<file path="src/hw/bcw_pkg.sv">
// Package for brightness readout, calibration and walking test block
package bcw_pkg;

    // Bus and data widths
    localparam int DATA_W = 32;
    localparam int ADDR_W = 8;
    localparam int BRIGHT_W = 16;
    localparam int SCALE_FRAC = 8;
    localparam int SECTORS = 3;
    localparam int SENS_W = 2;
    localparam int SLOTS = 5;
    localparam int TIMER_W = 16;
    localparam int DIV_STEPS = BRIGHT_W + SCALE_FRAC;

    // Register byte offsets
    localparam logic [ADDR_W-1:0] OFS_CTRL = 8'h00;
    localparam logic [ADDR_W-1:0] OFS_THRESH = 8'h04;
    localparam logic [ADDR_W-1:0] OFS_CYCLE = 8'h08;
    localparam logic [ADDR_W-1:0] OFS_CALIB = 8'h0C;
    localparam logic [ADDR_W-1:0] OFS_BRIGHT = 8'h10;
    localparam logic [ADDR_W-1:0] OFS_STATUS = 8'h14;
    localparam logic [ADDR_W-1:0] OFS_SECTOR = 8'h18;
    localparam logic [ADDR_W-1:0] OFS_DOWNLOAD = 8'h1C;
    localparam logic [ADDR_W-1:0] OFS_DELAY = 8'h20;
    localparam logic [ADDR_W-1:0] OFS_SCALE = 8'h24;

    // Control register layout, high bit first: calib_telegram at bit 0
    typedef struct packed {
        logic ir_test_en;
        logic [1:0] send_mode;
        logic walk_after_prog;
        logic led_normal;
        logic pend_invalid;
        logic calib_telegram;
    } bcw_ctrl_t;
    localparam int CTRL_W = 7;
    localparam logic [CTRL_W-1:0] CTRL_RST = 7'h00;
    localparam int SEND_CHANGE_BIT = 0;
    localparam int SEND_CYCLIC_BIT = 1;

    // Download word: positions of the new calibration and walking test settings
    localparam int DL_CALIB_BIT = 0;
    localparam int DL_WALK_BIT = 3;

    // Sector register layout: assignment mask then two sensitivity bits per sector
    typedef struct packed {
        logic [SECTORS*SENS_W-1:0] sens;
        logic [SECTORS-1:0] assigned;
    } bcw_sector_t;
    localparam int SECTOR_REG_W = 9;
    localparam logic [SECTOR_REG_W-1:0] SECTOR_RST = 9'h001;

    // Status register bit positions
    localparam int ST_WALK = 0;
    localparam int ST_CALIB_VALID = 1;
    localparam int ST_PENDING = 2;
    localparam int ST_MOTION_DLY = 3;
    localparam int ST_RETURN_DLY = 4;
    localparam int ST_DIV_BUSY = 5;

    // Other reset values
    localparam logic [TIMER_W-1:0] THRESH_RST = 16'h0010;
    localparam logic [TIMER_W-1:0] CYCLE_RST = 16'h03E8;
    localparam logic [TIMER_W-1:0] DELAY_RST = 16'h2710;

    // Brightness conversion; scale is unsigned Q8.8, surface = sensor * scale
    localparam real REFL_DEFAULT = 0.3;
    localparam logic [BRIGHT_W-1:0] SCALE_DEFAULT = 16'(int'(256.0 / REFL_DEFAULT));
    localparam logic [BRIGHT_W-1:0] SCALE_SAT = 16'hFFFF;
    localparam logic [BRIGHT_W-1:0] BRIGHT_PEND_ZERO = 16'h0000;
    localparam logic [BRIGHT_W-1:0] BRIGHT_INVALID = 16'h7FFF;
    localparam logic [BRIGHT_W-1:0] BRIGHT_MAX = 16'h7FFE;

    // Millisecond tick
    localparam int CLK_PERIOD_NS = 10;
    localparam int TICK_PERIOD_NS = 1000000;
    localparam int TICK_CYCLES_DFLT = TICK_PERIOD_NS / CLK_PERIOD_NS;

    typedef enum logic {WALK_OFF, WALK_ON} bcw_walk_t;
    typedef enum logic {DIV_IDLE, DIV_RUN} bcw_div_t;

endpackage

</file>
<file path="src/hw/bcw_brightness_walk.sv">
// Brightness readout with user calibration and walking test control
`timescale 1ns/1ps
`default_nettype none

module bcw_brightness_walk
    import bcw_pkg::*;
#(
    parameter int TICK_CYCLES = TICK_CYCLES_DFLT
) (
    input wire logic clock_i,
    input wire logic reset_i,
    input wire logic psel_i,
    input wire logic penable_i,
    input wire logic pwrite_i,
    input wire logic [ADDR_W-1:0] paddr_i,
    input wire logic [DATA_W-1:0] pwdata_i,
    output logic [DATA_W-1:0] prdata_o,
    output logic pready_o,
    output logic pslverr_o,
    input wire logic [BRIGHT_W-1:0] sensor_bright_i,
    input wire logic bright_req_i,
    input wire logic [SECTORS-1:0] sector_motion_i,
    input wire logic supply_fail_i,
    input wire logic ir_test_i,
    input wire logic ir_sens_i,
    input wire logic ir_other_i,
    input wire logic [SLOTS-1:0] fb_disable_i,
    output logic [BRIGHT_W-1:0] bright_value_o,
    output logic bright_send_o,
    output logic status_lamp_o,
    output logic [SECTORS-1:0] sector_enable_o,
    output logic [SECTORS*SENS_W-1:0] sector_sens_o,
    output logic brightness_dep_o,
    output logic fb_process_en_o,
    output logic group_switch_en_o,
    output logic light_ctrl_en_o,
    output logic standalone_o,
    output logic return_behav_en_o,
    output logic prog_behav_en_o,
    output logic [SLOTS-1:0] fb_disable_o,
    output logic ir_sens_o,
    output logic ir_other_o,
    output logic fb_basic_state_o,
    output logic motion_delay_o,
    output logic return_delay_o
);

    localparam int TICK_W = $clog2(TICK_CYCLES + 1);
    localparam int STEP_W = $clog2(DIV_STEPS + 1);

    // Register state
    logic [CTRL_W-1:0] ctrl_reg;
    logic [SECTOR_REG_W-1:0] sector_reg;
    logic [TIMER_W-1:0] thresh_reg;
    logic [TIMER_W-1:0] cycle_reg;
    logic [TIMER_W-1:0] delay_reg;
    logic [BRIGHT_W-1:0] scale_reg;
    logic calib_valid_reg;
    logic pready_reg;
    logic pslverr_reg;
    logic [DATA_W-1:0] prdata_reg;
    bcw_ctrl_t ctrl;
    bcw_sector_t sector;
    assign ctrl = bcw_ctrl_t'(ctrl_reg);
    assign sector = bcw_sector_t'(sector_reg);

    // Pin synchronisers: first stage feeds only the second
    logic [SECTORS-1:0] motion_meta_reg;
    logic [SECTORS-1:0] motion_sync_reg;
    logic fail_meta_reg;
    logic fail_sync_reg;
    always_ff @(posedge clock_i) begin
        motion_meta_reg <= sector_motion_i;
        motion_sync_reg <= motion_meta_reg;
        fail_meta_reg <= supply_fail_i;
        fail_sync_reg <= fail_meta_reg;
    end

    // Supply loss acts as a device reset for outputs except return_delay_o, and for the walking test and motion delay, not for configuration, calibration or bus logic
    logic fail_prev_reg;
    wire dev_reset = reset_i | fail_sync_reg;
    wire supply_return = fail_prev_reg & ~fail_sync_reg;
    always_ff @(posedge clock_i) begin
        fail_prev_reg <= reset_i ? 1'b0 : fail_sync_reg;
    end

    // APB decode; a write or read completes when pready is already high
    wire apb_access = psel_i & penable_i;
    wire apb_done = apb_access & pready_reg;
    wire apb_wr = apb_done & pwrite_i;
    wire hit_ctrl = paddr_i == OFS_CTRL;
    wire hit_thresh = paddr_i == OFS_THRESH;
    wire hit_cycle = paddr_i == OFS_CYCLE;
    wire hit_calib = paddr_i == OFS_CALIB;
    wire hit_bright = paddr_i == OFS_BRIGHT;
    wire hit_status = paddr_i == OFS_STATUS;
    wire hit_sector = paddr_i == OFS_SECTOR;
    wire hit_download = paddr_i == OFS_DOWNLOAD;
    wire hit_delay = paddr_i == OFS_DELAY;
    wire hit_scale = paddr_i == OFS_SCALE;
    wire hit_any = hit_ctrl | hit_thresh | hit_cycle | hit_calib | hit_bright | hit_status
        | hit_sector | hit_download | hit_delay | hit_scale;
    wire download_wr = apb_wr & hit_download;

    // Walking test and divider state machines
    bcw_walk_t walk_reg;
    bcw_walk_t walk_next;
    bcw_div_t div_reg;
    logic [TIMER_W-1:0] ret_cnt_reg;
    logic [TIMER_W-1:0] mot_cnt_reg;
    logic [BRIGHT_W-1:0] bright_reg;
    wire walk = walk_reg == WALK_ON;
    wire pending = ctrl.calib_telegram & ~calib_valid_reg;
    wire calib_wr = apb_wr & hit_calib & ctrl.calib_telegram;
    wire [DATA_W-1:0] status_word = {{(DATA_W-6){1'b0}}, div_reg == DIV_RUN,
        ret_cnt_reg != '0, mot_cnt_reg != '0, pending, calib_valid_reg, walk};

    // Read mux; unmapped addresses read zero and flag an error
    logic [DATA_W-1:0] rd_mux;
    always_comb begin
        rd_mux = '0;
        unique case (1'b1)
            hit_ctrl: rd_mux = DATA_W'(ctrl_reg);
            hit_thresh: rd_mux = DATA_W'(thresh_reg);
            hit_cycle: rd_mux = DATA_W'(cycle_reg);
            hit_bright: rd_mux = DATA_W'(bright_reg);
            hit_status: rd_mux = status_word;
            hit_sector: rd_mux = DATA_W'(sector_reg);
            hit_delay: rd_mux = DATA_W'(delay_reg);
            hit_scale: rd_mux = DATA_W'(scale_reg);
            default: rd_mux = '0;
        endcase
    end

    // One wait cycle: pready rises in the second access cycle
    always_ff @(posedge clock_i) begin
        if (reset_i) begin
            pready_reg <= 1'b0;
            pslverr_reg <= 1'b0;
            prdata_reg <= '0;
        end else begin
            pready_reg <= apb_access & ~pready_reg;
            pslverr_reg <= apb_access & ~pready_reg & ~hit_any;
            if (apb_access & ~pready_reg) begin
                prdata_reg <= pwrite_i ? '0 : rd_mux;
            end
        end
    end

    // Configuration registers; a supply loss does not erase the configuration
    always_ff @(posedge clock_i) begin
        if (reset_i) begin
            ctrl_reg <= CTRL_RST;
            sector_reg <= SECTOR_RST;
            thresh_reg <= THRESH_RST;
            cycle_reg <= CYCLE_RST;
            delay_reg <= DELAY_RST;
        end else if (apb_wr) begin
            if (hit_ctrl) ctrl_reg <= pwdata_i[CTRL_W-1:0];
            if (hit_sector) sector_reg <= pwdata_i[SECTOR_REG_W-1:0];
            if (hit_thresh) thresh_reg <= pwdata_i[TIMER_W-1:0];
            if (hit_cycle) cycle_reg <= pwdata_i[TIMER_W-1:0];
            if (hit_delay) delay_reg <= pwdata_i[TIMER_W-1:0];
        end
    end

    // Calibration divider: scale = (reference << 8) / sensor, restoring, one bit per cycle
    logic [DIV_STEPS-1:0] quo_reg;
    logic [BRIGHT_W:0] rem_reg;
    logic [BRIGHT_W-1:0] divisor_reg;
    logic [STEP_W-1:0] step_reg;
    wire [BRIGHT_W:0] rem_shift = {rem_reg[BRIGHT_W-1:0], quo_reg[DIV_STEPS-1]};
    wire rem_ge = rem_shift >= {1'b0, divisor_reg};
    wire div_last = step_reg == STEP_W'(DIV_STEPS - 1);
    wire quo_ovf = |quo_reg[DIV_STEPS-1:BRIGHT_W-1];
    wire [BRIGHT_W-1:0] quo_final = {quo_reg[BRIGHT_W-2:0], rem_ge};
    wire [BRIGHT_W-1:0] scale_calc = (divisor_reg == '0 || quo_ovf) ? SCALE_SAT : quo_final;

    // A later reference restarts the division so the newest one wins
    always_ff @(posedge clock_i) begin
        if (reset_i) begin
            div_reg <= DIV_IDLE;
            step_reg <= '0;
            quo_reg <= '0;
            rem_reg <= '0;
            divisor_reg <= '0;
        end else if (calib_wr) begin
            div_reg <= DIV_RUN;
            step_reg <= '0;
            quo_reg <= {pwdata_i[BRIGHT_W-1:0], {SCALE_FRAC{1'b0}}};
            rem_reg <= '0;
            divisor_reg <= sensor_bright_i;
        end else if (div_reg == DIV_RUN) begin
            rem_reg <= rem_ge ? rem_shift - {1'b0, divisor_reg} : rem_shift;
            quo_reg <= {quo_reg[DIV_STEPS-2:0], rem_ge};
            step_reg <= step_reg + 1'b1;
            if (div_last) div_reg <= DIV_IDLE;
        end
    end

    // Scale store survives supply loss; a finishing division wins a tie with a download
    wire div_finish = div_reg == DIV_RUN && div_last && !calib_wr;
    wire factory_dl = download_wr & ~pwdata_i[DL_CALIB_BIT] & ~ctrl.calib_telegram;
    always_ff @(posedge clock_i) begin
        if (reset_i) begin
            scale_reg <= SCALE_DEFAULT;
            calib_valid_reg <= 1'b0;
        end else if (div_finish) begin
            scale_reg <= scale_calc;
            calib_valid_reg <= 1'b1;
        end else if (factory_dl) begin
            scale_reg <= SCALE_DEFAULT;
            calib_valid_reg <= 1'b0;
        end
    end

    // Surface brightness; saturates below the invalid marker
    wire [2*BRIGHT_W-1:0] product = sensor_bright_i * scale_reg;
    wire [BRIGHT_W-1:0] prod_q = product[BRIGHT_W+SCALE_FRAC-1:SCALE_FRAC];
    wire prod_big = |product[2*BRIGHT_W-1:BRIGHT_W+SCALE_FRAC] || prod_q > BRIGHT_MAX;
    wire [BRIGHT_W-1:0] surface = prod_big ? BRIGHT_MAX : prod_q;
    wire [BRIGHT_W-1:0] pend_value = ctrl.pend_invalid ? BRIGHT_INVALID : BRIGHT_PEND_ZERO;
    wire [BRIGHT_W-1:0] bright_next = pending ? pend_value : surface;

    // Millisecond tick divider
    logic [TICK_W-1:0] tick_cnt_reg;
    wire tick = tick_cnt_reg == TICK_W'(TICK_CYCLES - 1);
    always_ff @(posedge clock_i) begin
        if (reset_i || tick) tick_cnt_reg <= '0;
        else tick_cnt_reg <= tick_cnt_reg + 1'b1;
    end

    // Publication on change, cyclic or on request
    logic [BRIGHT_W-1:0] last_sent_reg;
    logic [TIMER_W-1:0] cyc_cnt_reg;
    logic send_reg;
    wire [BRIGHT_W-1:0] diff = (bright_next > last_sent_reg) ? bright_next - last_sent_reg
        : last_sent_reg - bright_next;
    wire change_hit = ctrl.send_mode[SEND_CHANGE_BIT] && thresh_reg != '0 && diff >= thresh_reg;
    wire cyc_hit = ctrl.send_mode[SEND_CYCLIC_BIT] && tick && cyc_cnt_reg + 1'b1 >= cycle_reg;
    wire send_now = change_hit | cyc_hit | bright_req_i;
    always_ff @(posedge clock_i) begin
        if (dev_reset) begin
            bright_reg <= BRIGHT_PEND_ZERO;
            last_sent_reg <= BRIGHT_PEND_ZERO;
            cyc_cnt_reg <= '0;
            send_reg <= 1'b0;
        end else begin
            bright_reg <= bright_next;
            send_reg <= send_now;
            if (send_now) last_sent_reg <= bright_next;
            if (cyc_hit) cyc_cnt_reg <= '0;
            else if (tick) cyc_cnt_reg <= cyc_cnt_reg + 1'b1;
        end
    end

    // Walking test entry and exit
    wire ir_toggle = ir_test_i & ctrl.ir_test_en;
    always_comb begin
        walk_next = walk_reg;
        if (download_wr) begin
            walk_next = pwdata_i[DL_WALK_BIT] | ctrl.walk_after_prog ? WALK_ON : WALK_OFF;
        end else if (ir_toggle) begin
            walk_next = walk ? WALK_OFF : WALK_ON;
        end
    end
    wire walk_enter = !walk && walk_next == WALK_ON;
    wire walk_exit_ir = walk && ir_toggle && !download_wr;

    // Supply loss leaves the test; download and handset move it
    always_ff @(posedge clock_i) begin
        if (dev_reset) walk_reg <= WALK_OFF;
        else walk_reg <= walk_next;
    end

    // Combined motion of all sectors
    logic motion_prev_reg;
    wire motion_any = |motion_sync_reg;
    wire motion_end = motion_prev_reg & ~motion_any;
    always_ff @(posedge clock_i) begin
        motion_prev_reg <= dev_reset ? 1'b0 : motion_any;
    end

    // Transmission delay after motion end; never started while the test runs
    wire slots_active = !walk && !pending;
    always_ff @(posedge clock_i) begin
        if (dev_reset || walk_enter || walk_exit_ir) begin
            mot_cnt_reg <= '0;
        end else if (motion_end && slots_active) begin
            mot_cnt_reg <= delay_reg;
        end else if (tick && mot_cnt_reg != '0) begin
            mot_cnt_reg <= mot_cnt_reg - 1'b1;
        end
    end

    // Delay after supply return; cancelled for good on entering the test
    always_ff @(posedge clock_i) begin
        if (reset_i || walk_enter || walk) begin
            ret_cnt_reg <= '0;
        end else if (supply_return) begin
            ret_cnt_reg <= delay_reg;
        end else if (tick && ret_cnt_reg != '0) begin
            ret_cnt_reg <= ret_cnt_reg - 1'b1;
        end
    end

    // Lamp and sector control
    wire lamp_next = motion_any & (walk | ctrl.led_normal);
    wire [SECTORS-1:0] sect_en_next = walk ? {SECTORS{1'b1}} : sector.assigned;
    always_ff @(posedge clock_i) begin
        if (dev_reset) begin
            status_lamp_o <= 1'b0;
            sector_enable_o <= SECTOR_RST[SECTORS-1:0];
            sector_sens_o <= '0;
        end else begin
            status_lamp_o <= lamp_next;
            sector_enable_o <= sect_en_next;
            sector_sens_o <= sector.sens;
        end
    end

    // Handset filtering: only test and sensitivity pass during the test
    wire ir_other_next = ir_other_i & ~walk;
    wire basic_next = walk_exit_ir & ~pending;

    // Slot and system enables
    always_ff @(posedge clock_i) begin
        if (dev_reset) begin
            brightness_dep_o <= 1'b1;
            fb_process_en_o <= 1'b0;
            group_switch_en_o <= 1'b1;
            light_ctrl_en_o <= 1'b0;
            standalone_o <= 1'b0;
            return_behav_en_o <= 1'b1;
            prog_behav_en_o <= 1'b1;
            fb_disable_o <= '0;
            ir_sens_o <= 1'b0;
            ir_other_o <= 1'b0;
            fb_basic_state_o <= 1'b0;
        end else begin
            brightness_dep_o <= ~walk;
            fb_process_en_o <= slots_active;
            group_switch_en_o <= ~walk;
            light_ctrl_en_o <= ~pending;
            standalone_o <= walk;
            return_behav_en_o <= ~walk;
            prog_behav_en_o <= ~walk;
            fb_disable_o <= walk ? '0 : fb_disable_i;
            ir_sens_o <= ir_sens_i;
            ir_other_o <= ir_other_next;
            fb_basic_state_o <= basic_next;
        end
    end

    // Delay flags registered so both ports come straight from flip-flops
    logic mot_busy_reg;
    logic ret_busy_reg;
    always_ff @(posedge clock_i) begin
        mot_busy_reg <= ~reset_i & (mot_cnt_reg != '0);
        ret_busy_reg <= ~reset_i & (ret_cnt_reg != '0);
    end

    // Registered outputs
    assign prdata_o = prdata_reg;
    assign pready_o = pready_reg;
    assign pslverr_o = pslverr_reg;
    assign bright_value_o = bright_reg;
    assign bright_send_o = send_reg;
    assign motion_delay_o = mot_busy_reg;
    assign return_delay_o = ret_busy_reg;

endmodule

`default_nettype wire

</file>
<file path="config.mk">
export PLATFORM = sky130hd
export DESIGN_NAME = bcw_brightness_walk
export DESIGN_NICKNAME = d
export VERILOG_FILES = /design/src/hw/bcw_pkg.sv /design/src/hw/bcw_brightness_walk.sv
export SDC_FILE = /design/constraint.sdc
export NUM_CORES = 1
export LEC_CHECK = 0
export ABC_AREA = 1
export BUFFER_PORTS_ARGS = -buffer_cell sky130_fd_sc_hd__buf_2
export CAP_MARGIN = 20
export CORE_MARGIN = 2
export CORE_UTILIZATION = 40
export CTS_CLUSTER_DIAMETER = 30
export DETAILED_ROUTE_END_ITERATION = 7
export PLACE_DENSITY_LB_ADDON = 0.12
export SLEW_MARGIN = 20
export SYNTH_ARGS = -nofsm -noshare
export SYNTH_HDL_FRONTEND = slang
export SYNTH_SLANG_ARGS = --single-unit
</file>
<file path="constraint.sdc">
create_clock -name clock_i -period 10.4 [get_ports clock_i]
set_clock_uncertainty 0.1 [all_clocks]
set_input_delay 1.56 -clock clock_i [delete_from_list [all_inputs] [get_ports clock_i]]
set_output_delay 1.56 -clock clock_i [all_outputs]
set_load 0.02 [all_outputs]
</file>
==> results.md, run 1 <==
| Result | Reported |
| --- | --- |
| Largest stage delay on the critical path | 0.57 ns |
| RSZ-0062 raised after global routing | true |
| Worst-skew pair later-pin latency | 0.62 ns |
| Cell at the root of the clock tree | clkbuf_16 |
| Arrival time worst endpoint | 10.60 ns |
| Share of synthesized registers carrying an async set or reset | 0 |
| Cell with the biggest individual delay on the critical path | fa_1 |
| Synthesis-to-layout area growth | 29.0% |
| Core Footprint | 61700 um^2 |
| Maximum clock path buffer count | 3 |
| Clock sink count | 294 |
| Netlist area before placement | 25000 um^2 |
| Clock-pin slew on the worst setup and hold paths | 0.04 ns |
| Startpoint of the worst-slack reg-to-reg timing path | scale_reg[6] |
| Clock tree from TritonCTS | yes |
| Grt ovf | 0 |
| Pin count of the biggest net entering global routing | 72 |
| Number of core rows | 91 |
| Post-placement setup slack | -0.775 ns |
| Remaining design rule violation count | 0 |
| Switching Power | 3.53 mW |
| Sum of negative setup slack | 0 ns |
| Number of antenna violations at the first check in global routing | 1 |
| Sw frac | 0.405 |
| Cell count after synthesis | 3476 |
| Cell class contributing the biggest share of worst-path delay | adder cells |
| Portion of the post-synthesis area used by sequential elements | 0.235 |
| Total buffers and inverters traversed by the critical path | 16 |
| Global-route wire length before repair | 125000 um |
| Area taken by multi-input logic gates | 16700 um^2 |
| Category of the worst setup path capture point | flop |
| Run status | finished, final reports clean |
| Number of flip-flops and latches in the synthesized netlist | 294 |
| DRT Pass-1 Iters | 5 |
| Areal power density over the cells | 270 nW/um^2 |
| Setup WS post-layout | 0.223 ns |
| Number of distinct standard cells referenced by the synthesized netlist | 63 |
| Leakage power | 15.8 nW |
| Biggest fanout along the worst timing path | 7 |
| Drt first-iter violations | 1772 |
| Instance area at placement | 28200 um^2 |
| Post-layout instance count excluding filler cells | 4735 |
| Final worst path period share | 0.979 |
| Half-perimeter wire length after detailed placement | 61700 um |
| Buffers on Ports | 119 |
| Final Max Slew Viols | 0 |
| Number of flops mapped to enable cells by yosys | 0 |
| Flip-flop cell with the highest count after synthesis | dfxtp_1 |
| Detailed-route wire length per cell | 16.8 um |
| Height of the die | 254 um |
| Number of instances on the worst hold path | 0 |
| Share of power burned in registers | 0.138 |
| Design internal power | 5.19 mW |
| F_max | 98.3 MHz |
| Routed Antenna Nets | 0 |
| CTS H-Tree Depth | 3 |
| Transition time at the pin with the least slew margin | 1.03 ns |
| Tightest Hold Check Type | flop to flop |
| Worst vdd ir | 182 uV |
| Number of max-capacitance violations reported | 0 |
| Final design utilization | 0.523 |
| Cell mode on critical path | fa_1 |
| Routed wire length | 79600 um |
| Overall routing resource usage | 0.248 |
| Required time of the worst setup path | 10.83 ns |
| Die Area | 64500 um^2 |
| Final setup violation count | 0 |
| Flop-to-flop setup slack | 0.60 ns |
| Nets | 4288 |
| Worst R2R End | last_sent_reg[9] |
| Warning count from the yosys run | 0 |
| Share of final-layout standard cells stronger than drive strength 1 | 0.206 |
| Worst Hold Margin | 0.222 ns |
| Mean instance size in the synthesized netlist | 7.19 um^2 |
| Effective utilization at floorplan | 0.405 |
| Portion of total power attributed to the clock network | 0.281 |
| Share of total power in combinational logic | 0.581 |
| WHS Endpoint | motion_sync_reg[1] |
| Placed Cells incl. Taps | 4567 |
| Hold Crit Start | motion_meta_reg[1] |
| Worst R2R Path Depth | 51 |
| Vias/cell | 4.94 |
| Path type of the worst setup path | input pin to flop |
| Tightest slew margin relative to the limit | 0.310 |
| Element type at the critical path start | input pin |
| Sequential Area | 5890 um^2 |
| Flip-flop count of the largest register, all copies and words added | 24 |
| Final weighted congestion in routability-driven placement | 0.922 |
| Boundary pin count | 152 |
| DR vias | 23406 |
| Total Power Consumption | 8.72 mW |
| Vias in the first global route | 22450 |
| Final Critical Period | 10.18 ns |
| Summed area of non-filler cells in the final layout | 32200 um^2 |
| Fill count | 6127 |
| Die width | 254 um |
| Clock buffer count from CTS | 78 |
| Final Hold Vio Count | 0 |
-- power by group through the flow --
stage	logic, mW	registers [mW]	clock network [mW]
after floorplan	2.30	1.22	0
after global placement	4.08	1.22	0
after detailed placement	4.07	1.22	0
after CTS	4.14	1.20	2.48
after global routing	5.58	1.20	2.55
final	5.07	1.20	2.45
-- layer usage --
layer / share of wire / vias to the layer above / GRT usage
met5: 0.00016 / - / 0
met4: 0.021 / 2 / 0.0605
met3: 0.064 / 121 / 0.0411
met2: 0.44 / 637 / 0.386
met1: 0.47 / 11043 / 0.356
li1: - / 11603 / -
-- cell usage after synthesis (all sizes together), types with 4 or more instances --
| library cell | n | area share |
|---|---|---|
| a21oi | 230 | 0.048 |
| nor4 | 19 | 0.0053 |
| o21ai | 166 | 0.038 |
| nand2 | 772 | 0.12 |
| o221ai | 12 | 0.0042 |
| nand3 | 91 | 0.020 |
| buf | 37 | 0.011 |
| a211oi | 33 | 0.0099 |
| nand4 | 27 | 0.0073 |
| xnor2 | 22 | 0.0077 |
| a221oi | 18 | 0.0063 |
| nand3b | 9 | 0.0027 |
| a31oi | 15 | 0.0038 |
| o22ai | 11 | 0.0028 |
| xor2 | 44 | 0.015 |
| o41ai | 4 | 0.0014 |
| a311oi | 16 | 0.0056 |
| nor3b | 5 | 0.0015 |
| inv | 723 | 0.11 |
| fa | 196 | 0.16 |
| nor3 | 45 | 0.0094 |
| o211ai | 30 | 0.0090 |
| a2111oi | 6 | 0.0021 |
| o21a | 6 | 0.0018 |
| clkbuf | 120 | 0.018 |
| ha | 186 | 0.093 |
| nor2 | 304 | 0.048 |
| o2111ai | 4 | 0.0014 |
| a21o | 5 | 0.0015 |
| dfxtp | 294 | 0.24 |
| clkinv | 7 | 0.0011 |
-- worst max path at each step --
stage                         to                 from  cells past startpoint
3_5_place_dp   last_sent_reg[10]   sensor_bright_i[8]                     48
6_report        last_sent_reg[9]   sensor_bright_i[6]                     54
2_1_floorplan  last_sent_reg[12]   sensor_bright_i[7]                     52
5_1_grt        last_sent_reg[13]   sensor_bright_i[6]                     54
4_1_cts        last_sent_reg[10]  sensor_bright_i[11]                     50
3_3_place_gp    last_sent_reg[9]   sensor_bright_i[8]                     51
-- what timing repair did --
action | in CTS | in global routing
pin swaps | 3 | 111
setup buffers | 0 | 17
endpoints found under the setup margin | 17 | 17
endpoints found under the hold margin | 0 | 0
cloned | 1 | 4
gates resized for setup | 14 | 275
hold buffers | 0 | 0
-- logic make-up after synthesis --
kind of cell    synth area share
other cells             0.000150
compound gates             0.140
xor+xnor                  0.0231
fa+ha+maj                  0.250
buf+inv                    0.138
flops                      0.235
mux                      0.00175
simple gates               0.212
-- cells in the final DEF, fill, tap and decap left out, types with 15 or more instances in the layout --
cell | netlist | routed
buf_4 | 23 | 267
nor4_1 | 17 | 16
nand2_1 | 757 | 720
nor2_2 | 6 | 20
buf_2 | 8 | 108
a221oi_1 | 18 | 18
a311oi_1 | 16 | 15
conb_1 | 1 | 18
nor3_1 | 43 | 37
nand3_1 | 86 | 78
clkbuf_16 | 0 | 81
o21ai_1 | 8 | 25
dfxtp_1 | 294 | 294
buf_6 | 2 | 20
a211oi_1 | 33 | 32
ha_4 | 0 | 25
ha_1 | 186 | 158
nor2_1 | 295 | 273
inv_1 | 716 | 699
nand2_2 | 14 | 42
xor2_1 | 44 | 43
a21oi_1 | 217 | 189
a21oi_2 | 13 | 36
nand4_1 | 25 | 25
o21ai_0 | 146 | 112
xnor2_1 | 22 | 21
o211ai_1 | 30 | 30
a31oi_1 | 15 | 15
inv_2 | 7 | 23
o21ai_4 | 10 | 15
fa_1 | 196 | 184
-- cell type report --
cell class | instances | share of cell area
Antenna cell | 3 | 0.000233
Timing Repair Buffer | 415 | 0.0967
Inverter | 730 | 0.0851
Clock inverter | 40 | 0.0171
Multi-Input combinational cell | 2313 | 0.518
Tap cell | 837 | 0.0325
Clock buffer | 103 | 0.0675
Sequential cell | 294 | 0.183
Power figures use the tool's default switching activity.
==> inputs of run 2 (changes only) <==
--- a/config.mk
+++ b/config.mk
@@ -8,11 +8,13 @@
 export ABC_AREA = 1
 export BUFFER_PORTS_ARGS = -buffer_cell sky130_fd_sc_hd__buf_2
 export CAP_MARGIN = 20
-export CORE_MARGIN = 2
+export CELL_PAD_IN_SITES_DETAIL_PLACEMENT = 0
+export CELL_PAD_IN_SITES_GLOBAL_PLACEMENT = 1
 export CORE_UTILIZATION = 40
 export CTS_CLUSTER_DIAMETER = 30
 export DETAILED_ROUTE_END_ITERATION = 7
 export PLACE_DENSITY_LB_ADDON = 0.12
+export SETUP_SLACK_MARGIN = 0.2
 export SLEW_MARGIN = 20
 export SYNTH_ARGS = -nofsm -noshare
 export SYNTH_HDL_FRONTEND = slang
==> results.md, run 2 (synthesis results as in run 1) <==
| Result | Reported |
| --- | --- |
| Pin count of the biggest net entering global routing | 72 |
| Summed area of non-filler cells in the final layout | 32500 um^2 |
| Final Hold Vio Count | 0 |
| Worst Hold Margin | 0.223 ns |
| Tightest Hold Check Type | flop to flop |
| Routed Antenna Nets | 0 |
| Overall routing resource usage | 0.265 |
| Flop-to-flop setup slack | 0.61 ns |
| Cell with the biggest individual delay on the critical path | fa_1 |
| Number of instances on the worst hold path | 0 |
| Number of core rows | 91 |
| Cell at the root of the clock tree | clkbuf_16 |
| Routed wire length | 83300 um |
| Tightest slew margin relative to the limit | 0.250 |
| Clock buffer count from CTS | 75 |
| Synthesis-to-layout area growth | 29.9% |
| Total Power Consumption | 8.85 mW |
| Final Max Slew Viols | 0 |
| Setup WS post-layout | 0.213 ns |
| Share of final-layout standard cells stronger than drive strength 1 | 0.216 |
| Half-perimeter wire length after detailed placement | 64800 um |
| Global-route wire length before repair | 132000 um |
| Worst R2R End | last_sent_reg[8] |
| Clock tree from TritonCTS | yes |
| DR vias | 23897 |
| Final design utilization | 0.526 |
| Worst-skew pair later-pin latency | 0.61 ns |
| Areal power density over the cells | 272 nW/um^2 |
| Detailed-route wire length per cell | 17.5 um |
| Largest stage delay on the critical path | 0.58 ns |
| Required time of the worst setup path | 10.84 ns |
| Path type of the worst setup path | input pin to flop |
| Final worst path period share | 0.980 |
| Category of the worst setup path capture point | flop |
| Element type at the critical path start | input pin |
| Grt ovf | 0 |
| Commonest non-fill, non-tap cell in the layout | nand2_1 |
| RSZ-0062 raised after global routing | true |
| CTS hold repair buffers | 0 |
| Clock sink count | 294 |
| Final setup violation count | 0 |
| Leakage power | 16.0 nW |
| F_max | 98.2 MHz |
| Cell mode on critical path | inv_2 |
| Number of max-capacitance violations reported | 0 |
| Hold Crit Start | fail_meta_reg |
| WHS Endpoint | fail_sync_reg |
| Height of the die | 252 um |
| Die Area | 63500 um^2 |
| Boundary pin count | 152 |
| Vias/cell | 5.03 |
| Effective utilization at floorplan | 0.405 |
| Number of antenna violations at the first check in global routing | 1 |
| Remaining design rule violation count | 0 |
| CTS H-Tree Depth | 3 |
| Nets | 4307 |
| Run status | finished, final reports clean |
| Drt first-iter violations | 1355 |
| Final Critical Period | 10.19 ns |
| Biggest fanout along the worst timing path | 8 |
| DRT Pass-1 Iters | 5 |
| Sum of negative setup slack | 0 ns |
| Maximum clock path buffer count | 3 |
| Transition time at the pin with the least slew margin | 1.12 ns |
| Clock-pin slew on the worst setup and hold paths | 0.04 ns |
| Core Footprint | 61700 um^2 |
| Post-placement setup slack | -0.892 ns |
| Worst vdd ir | 155 uV |
| Buffers on Ports | 119 |
| Placed Cells incl. Taps | 4567 |
| Startpoint of the worst-slack reg-to-reg timing path | scale_reg[7] |
| Vias in the first global route | 24010 |
| Arrival time worst endpoint | 10.62 ns |
| Highest-count cells in the layout ignoring fill and taps | 711 x nand2_1, 690 x inv_1, 300 x buf_4, 294 x dfxtp_1, 275 x nor2_1 |
| Final weighted congestion in routability-driven placement | 0.933 |
| Die width | 252 um |
| Instance area at placement | 28200 um^2 |
| Flip-flop count of the largest register, all copies and words added | 24 |
| Post-layout instance count excluding filler cells | 4748 |
| Worst R2R Path Depth | 49 |
run 2: cell count changes in the layout (fill, tap and decap cells not counted), moves of 5 or more:
| cell | before | now |
|---|---|---|
| buf_4 | 267 | 300 |
| ha_1 | 158 | 165 |
| ha_4 | 25 | 20 |
| nand2_1 | 720 | 711 |
| inv_1 | 699 | 690 |
| clkbuf_16 | 81 | 76 |
| nand3_2 | 10 | 16 |
| clkinvlp_4 | 9 | 3 |
| nand2_2 | 42 | 47 |
| o21ai_2 | 14 | 19 |
| o21ai_1 | 25 | 17 |
| bufinv_16 | 8 | 13 |
| nand3_1 | 78 | 73 |
| inv_2 | 23 | 31 |
run 2: power breakdown:
part	internal [mW]	switching, mW
clock network	1.76	0.767
logic	2.33	2.79
registers	1.16	0.0402
run 2: area by class of cell:
| cell class | instances | area, um^2 |
|---|---|---|
| fillers | 6087 | 29200 |
| clock inverters | 39 | 684 |
| multi-input cells | 2313 | 16800 |
| diodes | 1 | 2.50 |
| clock buffers | 97 | 2100 |
| well taps | 837 | 1050 |
| repair buffers | 437 | 3210 |
| flip-flops and latches | 294 | 5890 |
| inverters | 730 | 2760 |
run 2: metal layers:
layer | part of all wire | GRT usage
met2 | 0.47 | 0.440
met5 | 0 | 0
met3 | 0.050 | 0.0340
met4 | 0.026 | 0.0812
met1 | 0.45 | 0.356
run 2: worst max-delay path by stage:
stage / start / endpoint / slack [ns] / depth (start not counted)
after global placement: sensor_bright_i[9] / last_sent_reg[13] / -0.84 / 54
after global routing: sensor_bright_i[6] / last_sent_reg[13] / -0.19 / 56
after floorplan: sensor_bright_i[8] / last_sent_reg[2] / 0.19 / 52
after CTS: sensor_bright_i[7] / last_sent_reg[6] / 0.20 / 53
final: sensor_bright_i[8] / last_sent_reg[8] / 0.21 / 53
after detailed placement: sensor_bright_i[7] / last_sent_reg[13] / -0.89 / 47
run 2: worst max-delay path: cells and delay by family:
kind            cells  cell delay, ns
buf+inv            17            1.68
xor+xnor            2            0.41
simple gates       20            2.06
compound gates      5            0.86
fa+ha+maj           9            4.00
run 2: repair_timing:
action | in CTS | in global routing
pin swaps | 46 | 107
endpoints found under the setup margin | 17 | 17
buffers inserted | 18 | 23
gates resized for setup | 103 | 194
gates cloned | 2 | 1
endpoints found under the hold margin | 0 | 0
==> inputs of run 3 (changes only) <==
--- a/config.mk
+++ b/config.mk
@@ -10,7 +10,7 @@
 export CAP_MARGIN = 20
 export CELL_PAD_IN_SITES_DETAIL_PLACEMENT = 0
 export CELL_PAD_IN_SITES_GLOBAL_PLACEMENT = 1
-export CORE_UTILIZATION = 40
+export CORE_UTILIZATION = 42
 export CTS_CLUSTER_DIAMETER = 30
 export DETAILED_ROUTE_END_ITERATION = 7
 export PLACE_DENSITY_LB_ADDON = 0.12
==> results.md, run 3 (synthesis results as in run 1) <==
| Result | Reported |
| --- | --- |
| Run status | finished, final reports clean |
| Core Footprint | 58900 um^2 |
| Die width | 246 um |
| Number of core rows | 89 |
| Placed Cells incl. Taps | 4507 |
| Cell with the biggest individual delay on the critical path | fa_2 |
| Clock sink count | 294 |
| Number of max-capacitance violations reported | 0 |
| Post-layout instance count excluding filler cells | 4669 |
| Instance area at placement | 28200 um^2 |
| Routed wire length | 80500 um |
| Worst Hold Margin | 0.222 ns |
| Clock tree from TritonCTS | yes |
| Areal power density over the cells | 270 nW/um^2 |
| Final design utilization | 0.546 |
| Highest-count cells in the layout ignoring fill and taps | 722 x nand2_1, 690 x inv_1, 294 x dfxtp_1, 283 x buf_4, 280 x nor2_1 |
| Path type of the worst setup path | input pin to flop |
| F_max | 98.0 MHz |
| Height of the die | 246 um |
| Tightest Hold Check Type | flop to flop |
| Routed Antenna Nets | 0 |
| Category of the worst setup path capture point | flop |
| Drt first-iter violations | 1415 |
| Cell at the root of the clock tree | clkbuf_16 |
| Commonest non-fill, non-tap cell in the layout | nand2_1 |
| CTS hold repair buffers | 0 |
| Biggest fanout along the worst timing path | 8 |
| Vias/cell | 5.03 |
| Final Critical Period | 10.20 ns |
| Largest stage delay on the critical path | 0.58 ns |
| Cell mode on critical path | inv_2 |
| Vias in the first global route | 23568 |
| Transition time at the pin with the least slew margin | 1.11 ns |
| Final worst path period share | 0.981 |
| Grt ovf | 0 |
| Effective utilization at floorplan | 0.424 |
| Pin count of the biggest net entering global routing | 71 |
| Post-placement setup slack | -0.960 ns |
| Buffers on Ports | 119 |
| Clock-pin slew on the worst setup and hold paths | 0.04 ns |
| Flip-flop count of the largest register, all copies and words added | 24 |
| Global-route wire length before repair | 128000 um |
| Synthesis-to-layout area growth | 28.6% |
| RSZ-0062 raised after global routing | true |
| Detailed-route wire length per cell | 17.3 um |
| Die Area | 60500 um^2 |
| Maximum clock path buffer count | 3 |
| Share of final-layout standard cells stronger than drive strength 1 | 0.205 |
| Boundary pin count | 152 |
| Worst vdd ir | 190 uV |
| Arrival time worst endpoint | 10.61 ns |
| Required time of the worst setup path | 10.81 ns |
| Half-perimeter wire length after detailed placement | 63600 um |
| Worst-skew pair later-pin latency | 0.62 ns |
| Final setup violation count | 0 |
| Final Hold Vio Count | 0 |
| DR vias | 23497 |
| Overall routing resource usage | 0.271 |
| CTS H-Tree Depth | 3 |
| Clock buffer count from CTS | 75 |
| Final weighted congestion in routability-driven placement | 0.941 |
| Number of antenna violations at the first check in global routing | 0 |
| Nets | 4291 |
| Summed area of non-filler cells in the final layout | 32100 um^2 |
| Leakage power | 15.8 nW |
| Tightest slew margin relative to the limit | 0.260 |
| Final Max Slew Viols | 0 |
| Remaining design rule violation count | 0 |
| Element type at the critical path start | input pin |
| Setup WS post-layout | 0.199 ns |
| DRT Pass-1 Iters | 6 |
[run 3: cell count changes in the layout (fill, tap and decap cells not counted), sizes merged]
cell      before  now
clkbuf        99   97
clkinvlp       3   10
inv          726  725
buf          435  419
nand2        773  772
clkinv        27   25
[run 3: layout make-up]
| class | count | area [um^2] |
|---|---|---|
| clock inverters | 43 | 739 |
| well taps | 773 | 967 |
| fillers | 5727 | 26800 |
| inverters | 730 | 2740 |
| repair buffers | 422 | 3150 |
| flip-flops and latches | 294 | 5890 |
| multi-input cells | 2312 | 16600 |
| diodes | 1 | 2.50 |
| clock buffers | 94 | 2060 |
[run 3: path summary, 6_finish.rpt]
check                                   startpoint            endpoint  slack [ns]  cells after the start
worst max-delay path            sensor_bright_i[7]   last_sent_reg[12]        0.20                     52
worst max register to register        scale_reg[7]   last_sent_reg[12]        0.62                     50
worst min register to register  motion_meta_reg[2]  motion_sync_reg[2]        0.22                      0
worst min-delay path            motion_meta_reg[2]  motion_sync_reg[2]        0.22                      0
[run 3: power by group]
group,internal (mW),switching (mW)
Combinational,2.26,2.69
Clock,1.74,0.774
Sequential,1.16,0.0395
Total,5.16,3.51
[run 3: what timing repair did]
action,4_1_cts,5_1_grt
resized for setup,53,210
pin swaps,17,95
setup buffers,4,18
cloned,0,2
setup endpoints to repair,17,17
[run 3: through the flow]
stage	TNS, ns	power (mW)
after floorplan	0	3.57
after global placement	-13.80	5.35
after detailed placement	-15.51	5.38
after CTS	0	8.10
after global routing	-1.08	9.29
final	0	8.67
[run 3: routing by layer]
metal  wire length [um]  GRT usage
met2              37700      0.444
met5                  0          0
met1              36200      0.362
met3               4140     0.0392
met4               2440     0.0919
[run 3: critical path: cells and delay by family]
kind / cells / cell delay (ns)
AO/OA/AOI/OAI: 10 / 1.43
adder cells (fa/ha/maj): 9 / 3.90
buffers and inverters: 18 / 1.69
multiplexers: 1 / 0.36
AND/OR/NAND/NOR: 14 / 1.66
